===== config.mk =====
export PLATFORM = sky130hd
export DESIGN_NAME = channel_status_error_counters
export DESIGN_NICKNAME = d
export VERILOG_FILES = /design/src/rtl/chan_status_pkg.sv /design/src/rtl/channel_status_error_counters.sv
export SDC_FILE = /design/constraint.sdc
export NUM_CORES = 1
export LEC_CHECK = 0
export BUFFER_PORTS_ARGS = -buffer_cell sky130_fd_sc_hd__buf_2
export CORE_MARGIN = 4
export CORE_UTILIZATION = 40
export CTS_BUF_LIST = sky130_fd_sc_hd__clkbuf_8
export DETAILED_ROUTE_END_ITERATION = 6
export MAX_ROUTING_LAYER = met4
export PLACE_DENSITY = 0.56
export SLEW_MARGIN = 40
export SYNTH_ARGS = -nofsm -noshare
export SYNTH_HDL_FRONTEND = slang
export SYNTH_SLANG_ARGS = --single-unit

===== constraint.sdc =====
create_clock -name sys_clk -period 9.3 [get_ports sys_clk]
set_clock_uncertainty 0.1 [all_clocks]
set_input_delay 1.395 -clock sys_clk [delete_from_list [all_inputs] [get_ports sys_clk]]
set_output_delay 1.395 -clock sys_clk [all_outputs]
set_load 0.005 [all_outputs]

===== src/rtl/chan_status_pkg.sv =====
// chan_status_pkg: register offsets, reset values, frame constants and mode codes
// for the channel status and error counter bank behind the management port.
`default_nettype none
package chan_status_pkg;
    // management frame constants
    localparam logic [4:0]  DEVICE_ADDRESS  = 5'h1e;
    localparam logic [1:0]  FRAME_START     = 2'h0;
    localparam logic [1:0]  OP_ADDRESS      = 2'h0;
    localparam logic [1:0]  OP_READ_INC     = 2'h2;
    localparam logic [5:0]  PREAMBLE_BITS   = 6'h20;
    localparam logic [4:0]  HEAD_BITS       = 5'h0e;
    localparam logic [4:0]  DATA_LAST       = 5'h0f;
    // register offsets
    localparam logic [15:0] CHANNEL_FLAGS_OFFSET   = 16'h000f;
    localparam logic [15:0] HIGH_SPEED_ERR_OFFSET  = 16'h0010;
    localparam logic [15:0] LANE0_ERR_OFFSET       = 16'h0011;
    localparam logic [15:0] LANE1_ERR_OFFSET       = 16'h0012;
    // values after reset and the counter ceiling
    localparam logic [15:0] CHANNEL_FLAGS_RESET    = 16'h0000;
    localparam logic [15:0] ERR_COUNT_RESET        = 16'hfffd;
    localparam logic [15:0] ERR_COUNT_RESET_KR     = 16'h0000;
    localparam logic [15:0] ERR_COUNT_MAX          = 16'hffff;
    // channel flag bit positions
    localparam int BIT_GAIN_LOCK   = 11;
    localparam int BIT_FAST_SYNC   = 10;
    localparam int BIT_BAD_CODE    = 8;
    localparam int BIT_TX_UNDER    = 7;
    localparam int BIT_TX_OVER     = 6;
    localparam int BIT_RX_UNDER    = 5;
    localparam int BIT_RX_OVER     = 4;
    localparam int BIT_SYS_LINK    = 3;
    localparam int BIT_ALIGN_LINK  = 2;
    localparam int BIT_SLOW_PLL    = 1;
    localparam int BIT_FAST_PLL    = 0;
    // operating modes
    localparam logic [1:0]  MODE_10G  = 2'h0;
    localparam logic [1:0]  MODE_KR   = 2'h1;
    localparam logic [1:0]  MODE_KX   = 2'h2;

    typedef enum logic [1:0] {
        ST_IDLE,
        ST_HEAD,
        ST_TURN,
        ST_DATA
    } mdio_state_t;
endpackage : chan_status_pkg
`default_nettype wire


===== src/rtl/channel_status_error_counters.sv =====
// channel_status_error_counters: read-only channel flags and clear-on-read
// error counters, reached through a clause 45 style management slave.
// assumes mdc and mdio_in are already synchronous to sys_clk and that mdc runs
// well below sys_clk; the board resolves mdio from mdio_out and mdio_oe.
//
// Behaviour
// - flag bit 11 follows gain control loop lock.
// - flag bit 10 shows fast side channel synchronisation.
// - flag bit 8 shows invalid code word or disparity error.
// - flag bit 7 shows transmit FIFO underflow, never in KX mode.
// - flag bit 6 shows transmit FIFO overflow in KR and 10G modes.
// - flag bit 5 shows receive FIFO underflow, never in KX mode.
// - flag bit 4 shows receive overflow, or any receive FIFO error in KX.
// - flag bit 3 shows system side link, 10G mode only.
// - flag bit 2 shows alignment or training slave synchronised.
// - flag bit 1 shows slow SerDes PLL locked.
// - flag bit 0 shows fast SerDes PLL locked.
// - fast side counter counts invalid code words in functional operation.
// - reading fast counter clears it; in KR also clears code-group errors.
// - fast counter counts selected test pattern errors in pattern mode.
// - with PRBS pin high, fast counter counts PRBS errors.
// - fast counter resets to fffd, or zero in KR mode.
// - lane counters count decoder errors, or alignment slave errors in 10G.
// - lane counters count selected low-speed test pattern errors.
// - reading a lane counter returns it and clears it.
// - counters sit at 0x10 to 0x12 under device address 0x1e.
// - flags sit at 0x0f and reset to zero.
`default_nettype none
module channel_status_error_counters
    import chan_status_pkg::*;
#(
    parameter logic [4:0] port_address = 5'h00
) (
    // clock, reset, enable
    input  wire logic        sys_clk,
    input  wire logic        rst,
    input  wire logic        ce,
    // management pins
    input  wire logic        mdc,
    input  wire logic        mdio_in,
    output logic             mdio_out,
    output logic             mdio_oe,
    // operating mode and test selection
    input  wire logic [1:0]  op_mode,
    input  wire logic        fast_test_mode,
    input  wire logic [2:0]  fast_pattern_select,
    input  wire logic        slow_test_mode,
    input  wire logic [1:0]  slow_pattern_select,
    input  wire logic        prbs_check_pin,
    // status levels from the datapath
    input  wire logic        gain_loop_locked,
    input  wire logic        fast_side_synced,
    input  wire logic        bad_codeword_seen,
    input  wire logic        tx_fifo_underflow,
    input  wire logic        tx_fifo_overflow,
    input  wire logic        rx_fifo_underflow,
    input  wire logic        rx_fifo_overflow,
    input  wire logic        rx_fifo_error,
    input  wire logic        system_side_link_up,
    input  wire logic        align_slave_link_up,
    input  wire logic        slow_serdes_pll_locked,
    input  wire logic        fast_serdes_pll_locked,
    // error events, one per cycle at most
    input  wire logic        fast_decode_error,
    input  wire logic [7:0]  fast_pattern_error,
    input  wire logic        prbs_error,
    input  wire logic [1:0]  lane_decode_error,
    input  wire logic [1:0]  lane_align_error,
    input  wire logic [3:0]  lane0_pattern_error,
    input  wire logic [3:0]  lane1_pattern_error,
    // side effect of a fast counter read
    output logic             kr_codegroup_clear
);

    typedef struct packed {
        mdio_state_t  st;
        logic [5:0]   pre;
        logic [4:0]   bits;
        logic [15:0]  shreg;
        logic [15:0]  addr;
        logic [1:0]   op;
        logic         hit;
        logic [15:0]  tx;
        logic         mdio_out;
        logic         mdio_oe;
        logic         mdc_prev;
        logic [15:0]  flags;
        logic [15:0]  fast_side_error_tally;
        logic [15:0]  lane0_error_tally;
        logic [15:0]  lane1_error_tally;
        logic         kr_clear;
    } state_t;

    state_t       cur;
    state_t       next_cur;
    logic [15:0]  flags_word;
    logic         fast_inc;
    logic         lane0_inc;
    logic         lane1_inc;
    logic         rd_fast;
    logic         rd_lane0;
    logic         rd_lane1;
    logic         mdc_rise;
    logic [13:0]  head;

    // saturating count with clear; an error in the clearing cycle counts as one
    function automatic logic [15:0] bump(input logic [15:0] count, input logic clr, input logic inc);
        logic [15:0] base;
        base = clr ? 16'h0000 : count;
        if (inc && base != ERR_COUNT_MAX) begin
            base = base + 16'h0001;
        end
        return base;
    endfunction : bump

    // flag word from live levels, gated by the mode each bit applies in
    always_comb begin
        flags_word                 = CHANNEL_FLAGS_RESET;
        flags_word[BIT_GAIN_LOCK]  = gain_loop_locked;
        flags_word[BIT_FAST_SYNC]  = fast_side_synced;
        flags_word[BIT_BAD_CODE]   = bad_codeword_seen;
        flags_word[BIT_TX_UNDER]   = tx_fifo_underflow && op_mode != MODE_KX;
        flags_word[BIT_TX_OVER]    = tx_fifo_overflow && op_mode != MODE_KX;
        flags_word[BIT_RX_UNDER]   = rx_fifo_underflow && op_mode != MODE_KX;
        // rx overflow or KX fifo error
        flags_word[BIT_RX_OVER]    = (op_mode == MODE_KX) ? rx_fifo_error : rx_fifo_overflow;
        flags_word[BIT_SYS_LINK]   = system_side_link_up && op_mode == MODE_10G;
        flags_word[BIT_ALIGN_LINK] = align_slave_link_up;
        flags_word[BIT_SLOW_PLL]   = slow_serdes_pll_locked;
        flags_word[BIT_FAST_PLL]   = fast_serdes_pll_locked;
    end

    // error sources; the PRBS pin overrides pattern mode, which overrides functional
    always_comb begin
        if (prbs_check_pin) begin
            fast_inc = prbs_error;
        end else if (fast_test_mode) begin
            fast_inc = fast_pattern_error[fast_pattern_select];
        end else begin
            fast_inc = fast_decode_error;
        end
        if (slow_test_mode) begin
            lane0_inc = lane0_pattern_error[slow_pattern_select];
            lane1_inc = lane1_pattern_error[slow_pattern_select];
        end else if (op_mode == MODE_10G) begin
            lane0_inc = lane_align_error[0];
            lane1_inc = lane_align_error[1];
        end else begin
            lane0_inc = lane_decode_error[0];
            lane1_inc = lane_decode_error[1];
        end
    end

    assign mdc_rise = ce && mdc && !cur.mdc_prev;
    assign head     = {cur.shreg[12:0], mdio_in};

    // next state: management frame walker, flag snapshot and counters
    always_comb begin
        next_cur          = cur;
        rd_fast           = 1'b0;
        rd_lane0          = 1'b0;
        rd_lane1          = 1'b0;
        if (ce) begin
            next_cur.mdc_prev = mdc;
            next_cur.flags    = flags_word;
        end
        if (mdc_rise) begin
            case (cur.st)
                ST_IDLE: begin
                    if (mdio_in) begin
                        if (cur.pre != PREAMBLE_BITS) begin
                            next_cur.pre = cur.pre + 6'h01;
                        end
                    end else if (cur.pre == PREAMBLE_BITS) begin
                        next_cur.st    = ST_HEAD;
                        next_cur.bits  = 5'h01;
                        next_cur.shreg = 16'h0000;
                    end else begin
                        next_cur.pre = 6'h00;
                    end
                end
                ST_HEAD: begin
                    next_cur.shreg = {cur.shreg[14:0], mdio_in};
                    next_cur.bits  = cur.bits + 5'h01;
                    if (cur.bits == HEAD_BITS - 5'h01) begin
                        next_cur.op   = head[11:10];
                        // answer only at our device address
                        next_cur.hit  = head[13:12] == FRAME_START && head[9:5] == port_address
                                        && head[4:0] == DEVICE_ADDRESS;
                        next_cur.st   = ST_TURN;
                        next_cur.bits = 5'h00;
                    end
                end
                ST_TURN: begin
                    if (cur.bits == 5'h00) begin
                        next_cur.bits = 5'h01;
                        if (cur.hit && cur.op[1]) begin
                            next_cur.mdio_oe  = 1'b1;
                            next_cur.mdio_out = 1'b0;
                            case (cur.addr)
                                CHANNEL_FLAGS_OFFSET: next_cur.tx = cur.flags;
                                HIGH_SPEED_ERR_OFFSET: begin
                                    next_cur.tx = cur.fast_side_error_tally;
                                    rd_fast     = 1'b1;
                                end
                                LANE0_ERR_OFFSET: begin
                                    next_cur.tx = cur.lane0_error_tally;
                                    rd_lane0    = 1'b1;
                                end
                                LANE1_ERR_OFFSET: begin
                                    next_cur.tx = cur.lane1_error_tally;
                                    rd_lane1    = 1'b1;
                                end
                                default: next_cur.tx = 16'h0000;
                            endcase
                        end
                    end else begin
                        next_cur.bits     = 5'h00;
                        next_cur.st       = ST_DATA;
                        next_cur.mdio_out = cur.mdio_oe & cur.tx[15];
                        next_cur.tx       = {cur.tx[14:0], 1'b0};
                    end
                end
                ST_DATA: begin
                    next_cur.shreg    = {cur.shreg[14:0], mdio_in};
                    next_cur.bits     = cur.bits + 5'h01;
                    next_cur.mdio_out = cur.mdio_oe & cur.tx[15];
                    next_cur.tx       = {cur.tx[14:0], 1'b0};
                    if (cur.bits == DATA_LAST) begin
                        // writes to the read-only words are ignored
                        next_cur.st       = ST_IDLE;
                        next_cur.pre      = 6'h00;
                        next_cur.mdio_oe  = 1'b0;
                        next_cur.mdio_out = 1'b0;
                        if (cur.hit && cur.op == OP_ADDRESS) begin
                            next_cur.addr = {cur.shreg[14:0], mdio_in};
                        end else if (cur.hit && cur.op == OP_READ_INC) begin
                            next_cur.addr = cur.addr + 16'h0001;
                        end
                    end
                end
                default: begin
                    next_cur.st = ST_IDLE;
                end
            endcase
        end
        if (ce) begin
            next_cur.fast_side_error_tally = bump(cur.fast_side_error_tally, rd_fast, fast_inc);
            next_cur.lane0_error_tally     = bump(cur.lane0_error_tally, rd_lane0, lane0_inc);
            next_cur.lane1_error_tally     = bump(cur.lane1_error_tally, rd_lane1, lane1_inc);
            next_cur.kr_clear              = rd_fast && op_mode == MODE_KR;
        end
    end

    // state register; reset values depend on the mode strapped at that time
    always_ff @(posedge sys_clk) begin
        if (rst) begin
            cur       <= '0;
            cur.st    <= ST_IDLE;
            cur.flags <= CHANNEL_FLAGS_RESET;
            cur.fast_side_error_tally <= (op_mode == MODE_KR) ? ERR_COUNT_RESET_KR : ERR_COUNT_RESET;
            cur.lane0_error_tally     <= ERR_COUNT_RESET;
            cur.lane1_error_tally     <= ERR_COUNT_RESET;
        end else begin
            cur <= next_cur;
        end
    end

    assign mdio_out           = cur.mdio_out;
    assign mdio_oe            = cur.mdio_oe;
    assign kr_codegroup_clear = cur.kr_clear;
endmodule : channel_status_error_counters
`default_nettype wire


# Word-level counts from Yosys, hierarchy flattened
# Index checks and enable logic that the tools add are counted.
dict set report word_totals {
  ff_bits 127
}
dict set report op_classes {
  addsub 6
  magnitude_cmp 2
  eq_ne 29
  n_mux 61
  bitwise 1
  n_reduce_logical 36
}
# op n
set ops {}
lappend ops {{$mux W16} 9}
lappend ops {{$mux W49} 2}
lappend ops {{$add A16 B1 Y16 const B} 4}
lappend ops {{$pmux W16 S4} 1}
lappend ops {{$eq A16 B5 Y1 const B} 3}
lappend ops {{$ne A16 B16 Y1 const B} 3}
lappend ops {{$mux W21} 2}
lappend ops {{$pmux W18 S2} 1}
lappend ops {{$pmux W16 S2} 1}
lappend ops {{$mux W1} 27}
lappend ops {{$pmux W5 S4} 1}
lappend ops {{$mux W18} 1}
lappend ops {{$mux W6} 3}
lappend ops {{$mux W17} 1}
lappend ops {{$eq A16 B4 Y1 const B} 1}
lappend ops {{$ne A2 B2 Y1 const B} 8}
lappend ops {{$logic_and A1 B1 Y1} 15}
lappend ops {{$pmux W6 S2} 1}
lappend ops {{$eq A5 B4 Y1 const B} 2}
lappend ops {{$logic_not A5 Y1} 2}
lappend ops {{$mux W2} 5}
lappend ops {{$reduce_and A5 Y1} 2}
lappend ops {{$reduce_bool A2 Y1} 5}
lappend ops {{$ne A3 B3 Y1 const B} 3}
lappend ops {{21 further kinds} 32}

# Longest topological paths before layout
dict set report depth {
  ltp_word 12
  depth_mapped 14
}

# Least setup slack after synthesis
# No wires, ideal clock.
dict set report synth_path {
  path_type {input to register}
  start {input ce}
  end {register cur[25] (netlist name)}
  setup_time_ns 0.122
  arrival_time_ns 3.925
  path_slack_ns 5.152
  path_stages 12
  path_cell_list {and3b_1 -> and4_1 -> buf_2 -> nand2_1 -> and2_1 -> ha_1 -> and4_1 -> nand4_1 -> a311oi_4 -> or2_1 -> o311a_1 -> a311o_1}
}
dict set report synth_via {
  elab_chain_cells 7
  elab_cells_between_ends 8
}
# item line
set synth_lines {}
lappend synth_lines {{start, declared} channel_status_error_counters.sv:37} ;# input wire logic ce,
lappend synth_lines {{parallel branches: the longest is 7 deep, another holds $add A16 B1 Y16} --}
lappend synth_lines {{end signal, assigned} channel_status_error_counters.sv:265} ;# cur <= next_cur;
lappend synth_lines {{end, declared} channel_status_error_counters.sv:94} ;# state_t cur;
# Parallel ways; which one is timed is not known.
# A chain may end at the register's enable or synchronous reset.

# Worst setup path after layout
# Same ends and word-level chain as after synthesis.

==> flow_summary.ini <==
[sta]
timing.final.crit_share_pct = 53.15
grt_setup_unrepaired = no
final.setup.worst_slack_ps = 4357
relSlewSlack_pct = 51.05
achievable-frequency_ghz = 0.2023
final_period_minus_worst_setup_slack_ps = 4943
timing.final.max_slew_violations = 0
hold_viol = 0
tightestPinTransition_ps = 734.2
setup-tns-final_ps = 0
report.final.setup_viol = 0
timing.hold.ws_ps = 360.8

[die]
core-area_um2 = 17900
die_height_um = 142.9
floorplan.initialDensity_pct = 40.67
fp.dieArea_um2 = 20420
core.rowCount = 49
die-width_um = 142.9
ios = 52

[yosys]
synthesis.area_per_instance_um2 = 8.302
synthesis.instances = 877
ys_types = 77
post_synth_edffs = 16
post_synthesis_sequential_area_ratio_pct = 36.84
synthesis.nets = 944
yosys_most_used_dff = sky130_fd_sc_hd__dfxtp_1
synthesis.yosys.warnings = 0
synthesis_stage_register_bit_count = 126
postSynth.asyncResetShare_pct = 0
synth_area_um2 = 7281

[clocking]
ctsHoldBuffers = 0
cts.reportedPaths.clkPinSlew_ps = 80
clockBufferDepth = 2
cts-htree-levels = 4
post-cts-setup-buffer-count = 0
tritoncts = built
clkLatencyLatePin_ps = 460
ctsRootBufferMaster = sky130_fd_sc_hd__clkbuf_8
cts.repair.resized = 0
numClockSinks = 126
cts-buffers-inserted = 17

[cells_and_area]
layout-drive-gt1-share_pct = 13.69
insertedDiodeCount = 0
post-route-util_pct = 45.63
nNetsFinal = 967
syn_to_final_growth_pct = 12.20
final_common_cell = sky130_fd_sc_hd__dfxtp_1
finish.cell_count_without_fillers = 1142
num-fill-cells = 1820
design_area_um2 = 8169
layout.cells.most_common_list = 110 x sky130_fd_sc_hd__dfxtp_1, 83 x sky130_fd_sc_hd__nand2_1, 79 x sky130_fd_sc_hd__nor2_1

[worst_setup_path]
cp-start-kind = primary input
cp_max_fo = 57
timing.critical_path.mode_cell = sky130_fd_sc_hd__and4_1
critPathBufInv = 2
worst_path_largest_cell_delay_ps = 590
worst_path_max_delay_cell = sky130_fd_sc_hd__and4_1
cp_top_family = simple AND/OR/NAND/NOR gates
timing_worst_setup_path_type = in2reg
worst_setup_path_end_kind = register
critical_path_cell_list = buf_2 > buf_4 > and3b_1 > and4_1 > nand2_1 > and2_1 > ha_1 > and4_1 > nand4_1 > a311oi_4 > or2_1 > o311a_1 > a311o_1
worstPathArrival_ps = 5190
timing.critical_path.required_ps = 9540

[power]
switching_share_pct = 27.41
power.sequential.fraction_pct = 45.5
fin_total_pwr_mw = 1.317
power.share.combinational_pct = 11.1
worst_ir_drop_on_vdd_v = 0.0001005
p_sw_mw = 0.3609
power.share.clock_pct = 43.4
p_int_mw = 0.9557
total_power_per_unit_cell_area_nw_per_um2 = 161.2
p_leak_nw = 3.003

[detailed_routing]
antenna_violating_nets_post_route = 0
totalWireLength_um = 20640
dr_total_vias = 6876
detail_route.iter0.violations = 787
detailedRoute.firstPassIterationCount = 7
detail_route.wl_per_cell_um = 18.07
drt_drc_violations_left = 0
number_of_vias_per_cell_after_detailed_routing = 6.021

[placement]
gpl.final_weighted_congestion = 0.8737
placedInstanceArea_um2 = 7696
placement.io_buffers = 51
hpwl_um = 14260
placedCellCount = 1110
placement.setup.worst_slack_ps = 3936

[run_status]
outcome = complete, no violations

[hold_path]
timing.hold.worst.class = reg2reg

[global_route]
grt_antenna_before_repair = 0
grt_pass1_vias = 6347
grt_start_max_net_pins = 66
track_usage_pct = 21.24
overflow = 0
grt_first_pass_wirelength_um = 33870

[job]
timing.max_cap.violations = 0
synth_stat cells, types with 8 or more instances:
| library cell | number | share of area [%] |
|---|---|---|
| sky130_fd_sc_hd__a221o_1 | 22 | 3.0 |
| sky130_fd_sc_hd__o21ai_0 | 63 | 4.3 |
| sky130_fd_sc_hd__nand3_1 | 44 | 3.0 |
| sky130_fd_sc_hd__ha_1 | 18 | 3.1 |
| sky130_fd_sc_hd__buf_2 | 10 | 0.69 |
| sky130_fd_sc_hd__and3_1 | 8 | 0.69 |
| sky130_fd_sc_hd__nor4_1 | 23 | 2.0 |
| sky130_fd_sc_hd__clkbuf_1 | 44 | 2.3 |
| sky130_fd_sc_hd__nor3_1 | 21 | 1.4 |
| sky130_fd_sc_hd__mux2i_1 | 14 | 1.9 |
| sky130_fd_sc_hd__a21oi_1 | 67 | 4.6 |
| sky130_fd_sc_hd__edfxtp_1 | 16 | 6.6 |
| sky130_fd_sc_hd__a211oi_1 | 14 | 1.4 |
| sky130_fd_sc_hd__and4_1 | 9 | 1.1 |
| sky130_fd_sc_hd__and2_1 | 16 | 1.4 |
| sky130_fd_sc_hd__inv_1 | 23 | 1.2 |
| sky130_fd_sc_hd__o221ai_1 | 9 | 1.1 |
| sky130_fd_sc_hd__xnor2_1 | 14 | 1.7 |
| sky130_fd_sc_hd__nand4_1 | 19 | 1.6 |
| sky130_fd_sc_hd__nor2_1 | 80 | 4.1 |
| sky130_fd_sc_hd__nand2_1 | 83 | 4.3 |
| sky130_fd_sc_hd__dfxtp_1 | 110 | 30 |
per-layer routing:
metal | wire length (µm) | global-route usage, %
met4 | 246 | 5.803
met2 | 9208 | 30.84
met3 | 1168 | 3.315
met5 | 0 | -
met1 | 10020 | 30.70
worst register-to-register path, cell delays in order (launching register included):
cell,delay (ps)
sky130_fd_sc_hd__dfxtp_1,360
sky130_fd_sc_hd__inv_1,70
sky130_fd_sc_hd__ha_1,140
sky130_fd_sc_hd__nor4b_2,460
sky130_fd_sc_hd__and4_1,680
sky130_fd_sc_hd__nand2_1,390
sky130_fd_sc_hd__and2_1,290
sky130_fd_sc_hd__ha_1,250
sky130_fd_sc_hd__and4_1,210
sky130_fd_sc_hd__nand4_1,130
sky130_fd_sc_hd__a311oi_4,90
sky130_fd_sc_hd__or2_1,300
sky130_fd_sc_hd__o311a_1,340
sky130_fd_sc_hd__a311o_1,310
cells by family after synthesis:
kind of cell / share of synthesized area (%)
multiplexers: 3.471
flip-flops: 36.84
adder cells (fa/ha/maj): 3.093
AND/OR/NAND/NOR: 26.12
buffers and inverters: 4.451
AO/OA/AOI/OAI: 23.61
XOR/XNOR: 2.406
worst paths after layout:
path                          from                    to  slack [ps]  cells past startpoint
max                             ce  cur[25]$_SDFFE_PP1P_        4360                     13
min           cur[74]$_SDFFE_PP0P_  cur[74]$_SDFFE_PP0P_         360                      2
max reg2reg  cur[119]$_SDFFE_PP0P_  cur[25]$_SDFFE_PP1P_        5080                     13
min reg2reg   cur[74]$_SDFFE_PP0P_  cur[74]$_SDFFE_PP0P_         360                      2
layout make-up:
type	count	area [µm²]	share of cell area [%]
inverters	23	86.33	1.057
multi-input cells	670	4308	52.73
flip-flops and latches	126	2683	32.84
well taps	229	286.5	3.507
clock buffers	17	234.0	2.864
clock inverters	15	231.5	2.834
repair buffers	62	340.3	4.166
state kept, by name, summed over array words and instances, names as in the netlist:
| register | cells |
|---|---|
| cur | 123 |
| kr_codegroup_clear | 1 |
| mdio_oe | 1 |
| mdio_out | 1 |
power by group through the flow:
stage	clock (mW)	combinational (mW)	sequential, mW
finish	0.571	0.146	0.600
global route	0.605	0.164	0.602
CTS	0.583	0.145	0.598
detailed placement	0	0.144	0.611
global placement	0	0.144	0.612
floorplan	0	0.107	0.598
Note: power is estimated with default switching activity, not from simulation.
